<file path="src/pkg/acv_regs.vh">
// Register map, field layout and timing constants of the converter output block
`ifndef ACV_REGS_VH
`define ACV_REGS_VH

// Register offsets (byte addresses)
`define ACV_CTRL_ADDR      12'h000
`define ACV_STATUS_ADDR    12'h004
`define ACV_IRQ_STAT_ADDR  12'h008
`define ACV_IRQ_MASK_ADDR  12'h00c
`define ACV_SAMPLE_ADDR    12'h010
`define ACV_WAKE_ADDR      12'h014

// Control fields
`define ACV_CTRL_PD_BIT    0
`define ACV_CTRL_GRAY_BIT  1
`define ACV_CTRL_REFX_BIT  2
`define ACV_CTRL_RST       3'h0

// Interrupt status fields
`define ACV_IRQ_W          3
`define ACV_IRQ_OOR_BIT    0
`define ACV_IRQ_PDN_BIT    1
`define ACV_IRQ_WAKE_BIT   2

// Timing
`define ACV_PD_FLOAT_NS    10
`define ACV_CLK_NS         25
`define ACV_WAKE_MS        10
`define ACV_PIPE_HALF      17

`endif

</file>
<file path="src/verilog/acv_top.v">
// Parallel output side of a 12-bit sampling converter with power-down and APB control
//
// Contract
// - Each result leaves as a 12-bit word on a bus that can float.
// - Bits and flag change on strobe fall, stable at strobe rise.
// - Format input high gives Gray code, low gives two's complement.
// - Gray code is offset by 2048; two's complement code is signed.
// - Sample bits float and return within 10 ns of power-down edges; the code takes two to three pclk (50-75 ns) after the edge.
// - Range flag floats and returns within 10 ns of power-down edges; the code takes two to three pclk (50-75 ns) after the edge.
// - Power-down low runs normally, high enters low-power mode.
// - Low-power mode floats sample bits, range flag and strobe.
// - Low-power mode stops all conversions until power-down returns low.
// - Reference select grounded disables internal reference, takes external nodes.
// - Range flag has the same 8.5 cycle delay as the sample word.
// - Range flag high when input exceeds reference span, low otherwise.
//
// Decided for this implementation: the APB interface to the registers and the register offsets.
`timescale 1ns/1ps
`include "acv_regs.vh"
module acv_top #(
   parameter W         = 12,
   parameter WAKE_CYC  = (`ACV_WAKE_MS * 1000000) / `ACV_CLK_NS
) (
   // APB slave
   input  wire          pclk,
   input  wire          presetn,
   input  wire          psel,
   input  wire          penable,
   input  wire          pwrite,
   input  wire [11:0]   paddr,
   input  wire [31:0]   pwdata,
   output reg  [31:0]   prdata,
   output reg           pready,
   output reg           pslverr,
   // Converter core
   input  wire          sample_clock_positive,
   input  wire [W-1:0]  core_result,
   input  wire          core_over,
   input  wire          core_under,
   input  wire          power_down_input,
   input  wire          format_select_input,
   input  wire          reference_select_input,
   output reg           core_enable,
   output reg           int_reference_enable,
   // Output pins
   output reg  [W-1:0]  sample_bits,
   output reg  [W-1:0]  sample_bits_oe,
   output reg           out_of_range_flag,
   output reg           out_of_range_flag_oe,
   output reg           data_valid_strobe,
   output reg           data_valid_strobe_oe,
   // Interrupt
   output reg           irq
);

   ////////////////////////////////////////////////////////////////////////
   // Functions

   // Offset binary to reflected-binary Gray
   function [W-1:0] to_gray;
      input [W-1:0] ob;
      begin
         to_gray = ob ^ (ob >> 1);
      end
   endfunction

   // Decode of the implemented register offsets
   function is_mapped;
      input [11:0] a;
      begin
         case (a)
            `ACV_CTRL_ADDR,
            `ACV_STATUS_ADDR,
            `ACV_IRQ_STAT_ADDR,
            `ACV_IRQ_MASK_ADDR,
            `ACV_SAMPLE_ADDR,
            `ACV_WAKE_ADDR: is_mapped = 1'b1;
            default:        is_mapped = 1'b0;
         endcase
      end
   endfunction

   ////////////////////////////////////////////////////////////////////////
   // Input synchronisers

   wire [4:0] sync_q;
   wire       sclk_s;
   wire       pd_pin_s;
   wire       gray_pin_s;
   wire       refgnd_s;
   wire       oor_s;

   acv_sync #(
      .W (5)
   ) u_sync (
      .clk   (pclk),
      .rst_n (presetn),
      .d     ({sample_clock_positive, power_down_input, format_select_input,
               reference_select_input, core_over | core_under}),
      .q     (sync_q)
   );

   assign sclk_s     = sync_q[4];
   assign pd_pin_s   = sync_q[3];
   assign gray_pin_s = sync_q[2];
   assign refgnd_s   = ~sync_q[1];
   assign oor_s      = sync_q[0];

   ////////////////////////////////////////////////////////////////////////
   // Result alignment

   reg [W-1:0] res_d1_r;
   reg [W-1:0] res_d2_r;

   // Two stages, matching the range flag synchroniser,
   // so word and flag enter the pipeline from one conversion
   always @(posedge pclk or negedge presetn)
   begin
      if (!presetn)
      begin
         res_d1_r <= {W{1'b0}};
         res_d2_r <= {W{1'b0}};
      end
      else
      begin
         res_d1_r <= core_result;
         res_d2_r <= res_d1_r;
      end
   end

   ////////////////////////////////////////////////////////////////////////
   // Registers

   reg [2:0]              ctrl_r;
   reg [`ACV_IRQ_W-1:0]   irq_stat_r;
   reg [`ACV_IRQ_W-1:0]   irq_mask_r;
   reg                    sclk_d_r;
   reg                    pd_d_r;
   reg [31:0]             wake_cnt_r;
   reg                    wake_busy_r;

   // Pin or software power-down
   wire pd_eff      = pd_pin_s | ctrl_r[`ACV_CTRL_PD_BIT];
   wire gray_eff    = gray_pin_s | ctrl_r[`ACV_CTRL_GRAY_BIT];
   // Internal reference off while the select pin is grounded or forced
   wire ref_int_nxt = ~pd_eff & ~refgnd_s & ~ctrl_r[`ACV_CTRL_REFX_BIT];
   // Edges of the synchronised sample clock
   wire sclk_rise   = sclk_s & ~sclk_d_r;
   wire sclk_fall   = ~sclk_s & sclk_d_r;
   wire link_step   = (sclk_rise | sclk_fall) & ~pd_eff;

   ////////////////////////////////////////////////////////////////////////
   // Conversion pipeline

   wire [W-1:0] coded;
   wire [W:0]   piped;

   // Core delivers offset binary; MSB flip yields two's complement
   assign coded = gray_eff ? to_gray(res_d2_r)
                           : {~res_d2_r[W-1], res_d2_r[W-2:0]};

   // Steps on both link clock edges, emptied in power-down
   acv_pipe #(
      .W     (W + 1),
      .DEPTH (`ACV_PIPE_HALF)
   ) u_pipe (
      .clk   (pclk),
      .rst_n (presetn),
      .step  (link_step),
      .flush (pd_eff),
      .din   ({oor_s, coded}),
      .dout  (piped)
   );

   ////////////////////////////////////////////////////////////////////////
   // Output stage

   always @(posedge pclk or negedge presetn)
   begin
      if (!presetn)
      begin
         sclk_d_r             <= 1'b0;
         pd_d_r               <= 1'b0;
         sample_bits          <= {W{1'b0}};
         sample_bits_oe       <= {W{1'b0}};
         out_of_range_flag    <= 1'b0;
         out_of_range_flag_oe <= 1'b0;
         data_valid_strobe    <= 1'b0;
         data_valid_strobe_oe <= 1'b0;
         core_enable          <= 1'b0;
         int_reference_enable <= 1'b0;
      end
      else
      begin
         sclk_d_r             <= sclk_s;
         pd_d_r               <= pd_eff;
         // One pclk (25 ns) after the synchronised level, both when floating and when driving
         sample_bits_oe       <= {W{~pd_eff}};
         out_of_range_flag_oe <= ~pd_eff;
         data_valid_strobe_oe <= ~pd_eff;
         core_enable          <= ~pd_eff;
         int_reference_enable <= ref_int_nxt;
         // Strobe is the inverted sample clock
         if (pd_eff)
            data_valid_strobe <= 1'b0;
         else
            data_valid_strobe <= ~sclk_s;
         // Data moves as the strobe falls, i.e. on sample clock rise
         if (sclk_rise & ~pd_eff)
         begin
            sample_bits       <= piped[W-1:0];
            out_of_range_flag <= piped[W];
         end
      end
   end

   ////////////////////////////////////////////////////////////////////////
   // Wake timer

   // Counts the settling time after each wake
   always @(posedge pclk or negedge presetn)
   begin
      if (!presetn)
      begin
         wake_cnt_r  <= 32'h0000_0000;
         wake_busy_r <= 1'b0;
      end
      else if (pd_eff)
      begin
         wake_cnt_r  <= 32'h0000_0000;
         wake_busy_r <= 1'b0;
      end
      else if (pd_d_r)
      begin
         wake_cnt_r  <= WAKE_CYC[31:0];
         wake_busy_r <= 1'b1;
      end
      else if (wake_busy_r)
      begin
         wake_cnt_r  <= wake_cnt_r - 32'h0000_0001;
         wake_busy_r <= (wake_cnt_r > 32'h0000_0001);
      end
   end

   ////////////////////////////////////////////////////////////////////////
   // APB register file and interrupt

   wire       acc    = psel & penable & pready;
   wire       wr     = acc & pwrite;
   wire       rd_sel = psel & ~penable & ~pwrite;
   // Interrupt events
   wire       ev_range = sclk_rise & ~pd_eff & piped[W];
   wire       ev_pd_in = pd_eff & ~pd_d_r;
   wire       ev_woken = wake_busy_r & ~pd_eff & (wake_cnt_r == 32'h0000_0001);
   wire [2:0] ev       = {ev_woken, ev_pd_in, ev_range};
   wire       map_ok   = is_mapped(paddr);
   reg [31:0] rd_nxt;

   always @*
   begin
      rd_nxt = 32'h0000_0000;
      case (paddr)
         `ACV_CTRL_ADDR:     rd_nxt = {29'h0, ctrl_r};
         `ACV_STATUS_ADDR:   rd_nxt = {26'h0, wake_busy_r, refgnd_s, gray_eff, gray_pin_s, pd_pin_s, pd_eff};
         `ACV_IRQ_STAT_ADDR: rd_nxt = {29'h0, irq_stat_r};
         `ACV_IRQ_MASK_ADDR: rd_nxt = {29'h0, irq_mask_r};
         `ACV_SAMPLE_ADDR:   rd_nxt = {19'h0, out_of_range_flag, sample_bits};
         `ACV_WAKE_ADDR:     rd_nxt = wake_cnt_r;
         default:            rd_nxt = 32'h0000_0000;
      endcase
   end

   always @(posedge pclk or negedge presetn)
   begin
      if (!presetn)
      begin
         ctrl_r     <= `ACV_CTRL_RST;
         irq_stat_r <= {`ACV_IRQ_W{1'b0}};
         irq_mask_r <= {`ACV_IRQ_W{1'b0}};
         prdata     <= 32'h0000_0000;
         pready     <= 1'b0;
         pslverr    <= 1'b0;
         irq        <= 1'b0;
      end
      else
      begin
         // One wait state: ready in the second access cycle
         pready  <= psel & penable & ~pready;
         pslverr <= psel & penable & ~pready & ~map_ok;
         // Read data is taken in the setup cycle
         if (rd_sel)
            prdata <= rd_nxt;
         if (wr & (paddr == `ACV_CTRL_ADDR))
            ctrl_r <= pwdata[2:0];
         if (wr & (paddr == `ACV_IRQ_MASK_ADDR))
            irq_mask_r <= pwdata[`ACV_IRQ_W-1:0];
         // Set wins over write-one-to-clear
         if (wr & (paddr == `ACV_IRQ_STAT_ADDR))
            irq_stat_r <= (irq_stat_r & ~pwdata[`ACV_IRQ_W-1:0]) | ev;
         else
            irq_stat_r <= irq_stat_r | ev;
         // Level interrupt, a mask bit of one lets its flag through
         irq <= |(irq_stat_r & irq_mask_r);
      end
   end

endmodule // acv_top

</file>
<file path="src/verilog/acv_sync.v">
// Two-flop synchroniser for a vector of asynchronous levels
`timescale 1ns/1ps
module acv_sync #(
   parameter W = 1
) (
   // Clock and reset
   input  wire         clk,
   input  wire         rst_n,
   // Levels
   input  wire [W-1:0] d,
   output wire [W-1:0] q
);

   reg [W-1:0] meta_r;
   reg [W-1:0] sync_r;

   always @(posedge clk or negedge rst_n)
   begin
      if (!rst_n)
      begin
         meta_r <= {W{1'b0}};
         sync_r <= {W{1'b0}};
      end
      else
      begin
         meta_r <= d;
         sync_r <= meta_r;
      end
   end

   assign q = sync_r;

endmodule // acv_sync

</file>
<file path="src/verilog/acv_pipe.v">
// Half-cycle-step delay line for the sample word and range flag
`timescale 1ns/1ps
module acv_pipe #(
   parameter W     = 13,
   parameter DEPTH = 17
) (
   // Clock and reset
   input  wire         clk,
   input  wire         rst_n,
   // Stream
   input  wire         step,
   input  wire         flush,
   input  wire [W-1:0] din,
   output wire [W-1:0] dout
);

   reg [W-1:0] stage_r [0:DEPTH-1];
   integer     i;

   // Each step is one link clock edge, two steps a whole sample period
   always @(posedge clk or negedge rst_n)
   begin
      if (!rst_n)
      begin
         for (i = 0; i < DEPTH; i = i + 1)
            stage_r[i] <= {W{1'b0}};
      end
      else if (flush)
      begin
         for (i = 0; i < DEPTH; i = i + 1)
            stage_r[i] <= {W{1'b0}};
      end
      else if (step)
      begin
         stage_r[0] <= din;
         for (i = 1; i < DEPTH; i = i + 1)
            stage_r[i] <= stage_r[i-1];
      end
   end

   assign dout = stage_r[DEPTH-1];

endmodule // acv_pipe

</file>
<file path="config.mk">
export PLATFORM = sky130hd
export DESIGN_NAME = acv_top
export DESIGN_NICKNAME = d
export VERILOG_FILES = /design/src/verilog/acv_top.v /design/src/verilog/acv_sync.v /design/src/verilog/acv_pipe.v
export VERILOG_INCLUDE_DIRS = /design/src /design/src/pkg
export SDC_FILE = /design/constraint.sdc
export NUM_CORES = 1
export LEC_CHECK = 0
export ABC_AREA = 1
export BUFFER_PORTS_ARGS = -buffer_cell sky130_fd_sc_hd__buf_2
export CORE_ASPECT_RATIO = 0.75
export CORE_MARGIN = 3
export CORE_UTILIZATION = 59
export DETAILED_ROUTE_END_ITERATION = 8
export GPL_TIMING_DRIVEN = 0
export PLACE_DENSITY = 0.76
export SYNTH_ARGS = -nofsm -noshare
export SYNTH_HDL_FRONTEND = slang
export SYNTH_SLANG_ARGS = --single-unit
</file>
<file path="constraint.sdc">
create_clock -name pclk -period 2.03 [get_ports pclk]
set_input_delay 0.406 -clock pclk [delete_from_list [all_inputs] [get_ports pclk]]
set_output_delay 0.406 -clock pclk [all_outputs]
set_load 0.01 [all_outputs]
</file>
Word-level counts from Yosys, hierarchy flattened

Cells that the tools add are included.

Add/subtract/negate cells: 1
Multipliers: 0
Div/mod/pow operators: 0
$lt $le $gt $ge: 1
Eq/ne operators: 6
Shift-type cells: 0
Muxes and demuxes: 13
Bitwise logic cells: 41
Reductions and logical operators: 5

Operators with widths:

| operator              | count |
|---|---|
| $mux 221              | 2 |
| $pmux 32 s6           | 1 |
| $mux 32               | 3 |
| $eq 32x1->1 const B   | 1 |
| $gt 32x1->1 const B   | 1 |
| $sub 32x1->32 const B | 1 |
| $eq 12x4->1 const B   | 2 |
| $eq 12x5->1 const B   | 2 |
| $and 1x1->1           | 20 |
| $eq 12x3->1 const B   | 1 |
| $logic_not 12->1      | 1 |
| $mux 12               | 1 |
| $xor 12x11->12        | 1 |
| $not 1->1             | 11 |
| $and 3x3->3           | 2 |
| $or 3x3->3            | 2 |
| $reduce_or 6->1       | 1 |
| $mux 1                | 5 |
| $or 1x1->1            | 4 |
| $mux 3                | 1 |
| $not 3->3             | 1 |
| $reduce_bool 3->1     | 1 |
| $reduce_or 3->1       | 1 |
| $reduce_bool 2->1     | 1 |

Register bits: 351
Bits in latches: 0
RAM bits: 0
Bits in read-only memories: 0
Input port bits: 67
Output and inout port bits: 65
Logic and storage cells: 105
Memories kept: 0

Longest topological paths before layout

Depth after elaboration: 6
Depth in mapped cells: 10
Mapped depth without buffers: 10

Modules after synthesis

Synthesis repeated with hierarchy kept, for this count alone.

Cell total of the unflattened synthesis: 1710
Area, all modules: 15159.5 µm²

Modules (own cells, without submodules):

| module   | times used | cells an instance | area each (µm²) | seq. area each (µm²) |
|---|---|---|---|---|
| acv_pipe | 1          | 972               | 8927.3          | 5530.3 |
| acv_top  | 1          | 728               | 5982.0          | 2977.9 |
| acv_sync | 1          | 10                | 250.2           | 250.2 |

Least setup slack after synthesis

No wires, ideal clock.

Path kind: register to register
From: register u_sync.sync_r[4], in the netlist u_sync.q[4]
To: register u_pipe.stage_r[218] (netlist bit)
Library setup time: 95 ps
Arrival time: 1394 ps
Required time: 1935 ps
Setup slack: 540 ps
Cell stages (with the launch flop): 7
Buffers on the path: 2
Clock period less this slack: 1490 ps
Cell sequence: dfrtp_1 ha_1 nor2_2 inv_2 buf_6 buf_6 o32ai_2

Word-level cells in the longest chain between the ends: 5
Elaborated cells on any way between the ends: 6
Classes of those cells: bitwise: 5; reduce/logical: 1

Ends and longest elaborated chain:

| element                                | line          | source |
|---|---|---|
| start: declaration                     | acv_sync.v:15 | `reg [W-1:0] sync_r;` |
| start signal: assignment               | acv_sync.v:22 | `sync_r <= {W{1'b0}};` |
| start signal: assignment               | acv_sync.v:27 | `sync_r <= meta_r;` |
| $not 1->1                              | acv_top.v:149 | `wire sclk_fall = ~sclk_s & sclk_d_r;` |
| $and 1x1->1                            | acv_top.v:149 |  |
| $or 1x1->1 (*)                         | acv_top.v:150 | `wire link_step = (sclk_rise \| sclk_fall) & ~pd_eff;` |
| $and 1x1->1 (*)                        | acv_top.v:150 |  |
| $reduce_bool 2->1 (no source line) (*) | --            |  |
| end signal: indexed assignment         | acv_pipe.v:26 | `stage_r[i] <= {W{1'b0}};` |
| end signal: indexed assignment         | acv_pipe.v:31 | `stage_r[i] <= {W{1'b0}};` |
| end signal: indexed assignment         | acv_pipe.v:37 | `stage_r[i] <= stage_r[i-1];` |
| end: declaration                       | acv_pipe.v:17 | `reg [W-1:0] stage_r [0:DEPTH-1];` |

Every way passes the cells marked *; elsewhere a longest branch is shown, timed or not.
A chain may end at the register's enable or synchronous reset.

Final worst setup path

From: register wake_cnt_r[0]
To: register wake_cnt_r[30]

Word-level cells in the longest chain between the ends: 4

Ends and longest elaborated chain:

| element                  | line          | source |
|---|---|---|
| start: declaration       | acv_top.v:139 | `reg [31:0] wake_cnt_r;` |
| start signal: assignment | acv_top.v:235 | `wake_cnt_r <= WAKE_CYC[31:0];` |
| start signal: assignment | acv_top.v:240 | `wake_cnt_r <= wake_cnt_r - 32'h0000_0001;` |
| $sub 32x1->32            | acv_top.v:240 |  |
| $mux 32                  | acv_top.v:238 | `else if (wake_busy_r)` |
| $mux 32                  | acv_top.v:233 | `else if (pd_d_r)` |
| $mux 32                  | acv_top.v:228 | `else if (pd_eff)` |

Every way passes these cells. The select of a mux whose other input is x is not followed.

==> impl_metrics.tcl <==
set metrics [dict create \
    drc_errors 0 \
    drt-initial-drc-count 1028 \
    total_leakage_power_uw 0.007898 \
    finalSetupViolCount 0 \
    fillers 1731 \
    postRouteAntennaNets 0 \
    vias 10960 \
    synth_nets 1553 \
    synth_edf_count 0 \
    synth_warnings 0 \
    syn2layout_area_growth_pct 16.06 \
    ys_types 36 \
    gr-usage-met3_pct 6.835 \
    finalClockSkew_ns 0.01090 \
    synth_seq_cells 350 \
    min_period_ns 1.889 \
    cts_setup_buffers 0 \
    regArea_mm2 0.008758 \
    drive_gt1_share_pct 16.46 \
    required_ns 2.48 \
    cts_tree "yes" \
    clock_sinks 350 \
    worstMarginPinSlew_ns 1.006 \
    routedWlPerCell_um 17.12 \
    setup_tns_ns 0 \
    place.gp.congestion 0.9682 \
    start_util_pct 61.22 \
    finalHoldViolCount 86 \
    grt_max_degree 128 \
    syn_inst 1483 \
    total_power_uw 13810 \
    cts_buffer_depth 3 \
    worst_hold_path_type "in2async" \
    final_nets 1710 \
    clock_latency_ns 0.51 \
    reg2reg_from "wake_cnt_r[0]$_DFFE_PN0P_" \
    max_cap_viol_count 0 \
    cp-start-kind "flip-flop" \
    dieHeight_um 141.2 \
    crit_family "simple AND/OR/NAND/NOR gates" \
    grt_pass1_wl_mm 55.75 \
    antenna_found_initial 1 \
    cp-end-kind "flip-flop" \
    die_w_um 186.2 \
    grt-ovfl-total 0 \
    rsz0062_at_grt "false" \
    slowest_stage "dfrtp_1" \
    grt_usage_pct 26.73 \
    max_freq_ghz 0.5293 \
    cts_buffers 34 \
    crit_type "reg2reg" \
    async_reset_ff_share_pct 100.0 \
    multi_input_area_mm2 0.003945 \
    relSlewSlack_pct 32.96 \
    io_pins 132 \
    dieArea_mm2 0.02630 \
    max_stage_delay_ns 0.45 \
    status "finished with violations" \
    cts.hold.buffers_added 17 \
    busiest_layer "met1" \
    clockRootBuffer "clkbuf_16" \
    detailed_place_hpwl_mm 23.86 \
    totalWireLength_mm 34.09 \
    firstDrtPassIters 6 \
    htree_levels 2 \
    grt_pass1_vias 10740 \
    cp-startpoint "wake_cnt_r[0]$_DFFE_PN0P_" \
    synth_flop_cell "dfrtp_1" \
    crit_chain "inv_1, ha_1, nand2_1, nor2_1, nand2_1, nor2_1, nor2_1, nor2_1, nand2_1, nand2_1" \
    slew_violations 0 \
    grt_use_met2_pct 37.90 \
    viasPerCell 5.505 \
    yosysSeqAreaShare_pct 60.92 \
    fin_crit_sh_pct 93.06 \
    io_buffers 102 \
    ir_drop_mv 0.6027 \
    num_rows 48 \
    avgSynthCellArea_um2 9.694 \
    p_per_area_mw_per_mm2 827.5 \
    path_clk_slew_ns 0.06 \
    critPathArrivalTime_ns 2.34 \
    grtUsageMet1_pct 41.92 \
    failed_checks "hold timing" \
    core_region_area_mm2 0.02348 \
    layout_common_cells "dfrtp_1, inv_1, nand2_1" \
    crit_buf_inv 1 \
    holdWs_ns -0.09638 \
    critPathMaxFanout 5 \
    synth_area_mm2 0.01438 \
    final_common_cell "dfrtp_1" \
]
==> flip-flops by register name, indices dropped and copies added (netlist names), 3 cells and up <==
signal	flops
prdata	32
wake_cnt_r	32
sample_bits	12
ctrl_r	3
u_pipe.stage_r	208
res_d2_r	12
irq_mask_r	3
u_pipe.dout	13
irq_stat_r	3
u_sync.meta_r	5
u_sync.q	5
res_d1_r	12
==> per-stage QoR <==
step | utilization (%) | area, um^2 | std cells | worst slack, ns
2_1_floorplan | - | 14380 | 1483 | 0.5404
3_3_place_gp | 65.13 | 15290 | 1910 | -5.939
3_5_place_dp | 65.40 | 15360 | 1912 | -0.1184
4_1_cts | 71.01 | 16670 | 1990 | 0.05958
5_1_grt | 71.05 | 16680 | 1991 | 0.007180
6_report | 71.05 | 16680 | 1991 | 0.1409
==> cell type report <==
class	instances	area share, %
Antenna cell	1	0.01500
Buffer	80	3.127
Clock buffer	53	6.329
Clock inverter	8	0.5399
Inverter	308	6.929
Multi-Input combinational cell	745	23.64
Sequential cell	350	52.49
Tap cell	325	2.437
Timing Repair Buffer	121	4.484
==> where the power goes <==
group | switching, uW | internal (uW)
logic | 230 | 94.3
clock network | 2600 | 3840
registers | 25.9 | 7020
==> Yosys cell counts (all sizes together), types with 2 or more instances <==
cell type / n / area (um^2)
nor3: 13 / 76.33
inv: 307 / 1152
clkbuf: 15 / 56.30
or2: 3 / 18.77
nand4: 10 / 62.56
o32ai: 9 / 86.34
a21oi: 19 / 95.09
buf: 65 / 465.4
o31ai: 16 / 170.2
o21ai: 51 / 255.3
nor2: 107 / 454.2
ha: 3 / 37.54
nand2: 231 / 884.6
o211ai: 6 / 45.04
xor2: 2 / 17.52
nand3: 51 / 260.3
dfrtp: 350 / 8758
o22ai: 220 / 1445
==> logic make-up after synthesis <==
family / count (synthesis) / share of synthesized area (%)
DFF: 350 / 60.92
xor gates and xnor gates: 3 / 0.1828
and+or+nand+nor: 416 / 12.27
buffers and inverters: 388 / 11.67
adders and majority gates: 3 / 0.2611
AOI/OAI and AO/OA: 323 / 14.69
==> worst paths after layout <==
kind                       slack [ns]  cells past startpoint                         endpoint
max reg2reg                      0.14                     10       wake_cnt_r[30]$_DFFE_PN0P_
min in group pclk                0.08                      2       u_sync.meta_r[0]$_DFF_PN0_
min reg2reg                      0.35                      0            res_d2_r[1]$_DFF_PN0_
min                              -0.1                      1   u_pipe.stage_r[36]$_DFFE_PN0P_
max                              0.14                     10       wake_cnt_r[30]$_DFFE_PN0P_
max in group asynchronous        0.60                      3  u_pipe.stage_r[214]$_DFFE_PN0P_
==> layer usage <==
layer / routed length, um / vias to the layer above
li1: - / 5128
met1: 16060 / 5395
met2: 14490 / 400
met3: 3097 / 37
met4: 443 / 0
met5: 0 / -
==> what timing repair did <==
| item | 4_1_cts | 5_1_grt |
|---|---|---|
| hold endpoints to repair | 39 | 86 |
| endpoints found under the setup margin | 0 | 26 |
| resized for setup | 0 | 2 |
No activity file was read; power rests on OpenSTA's default activity.
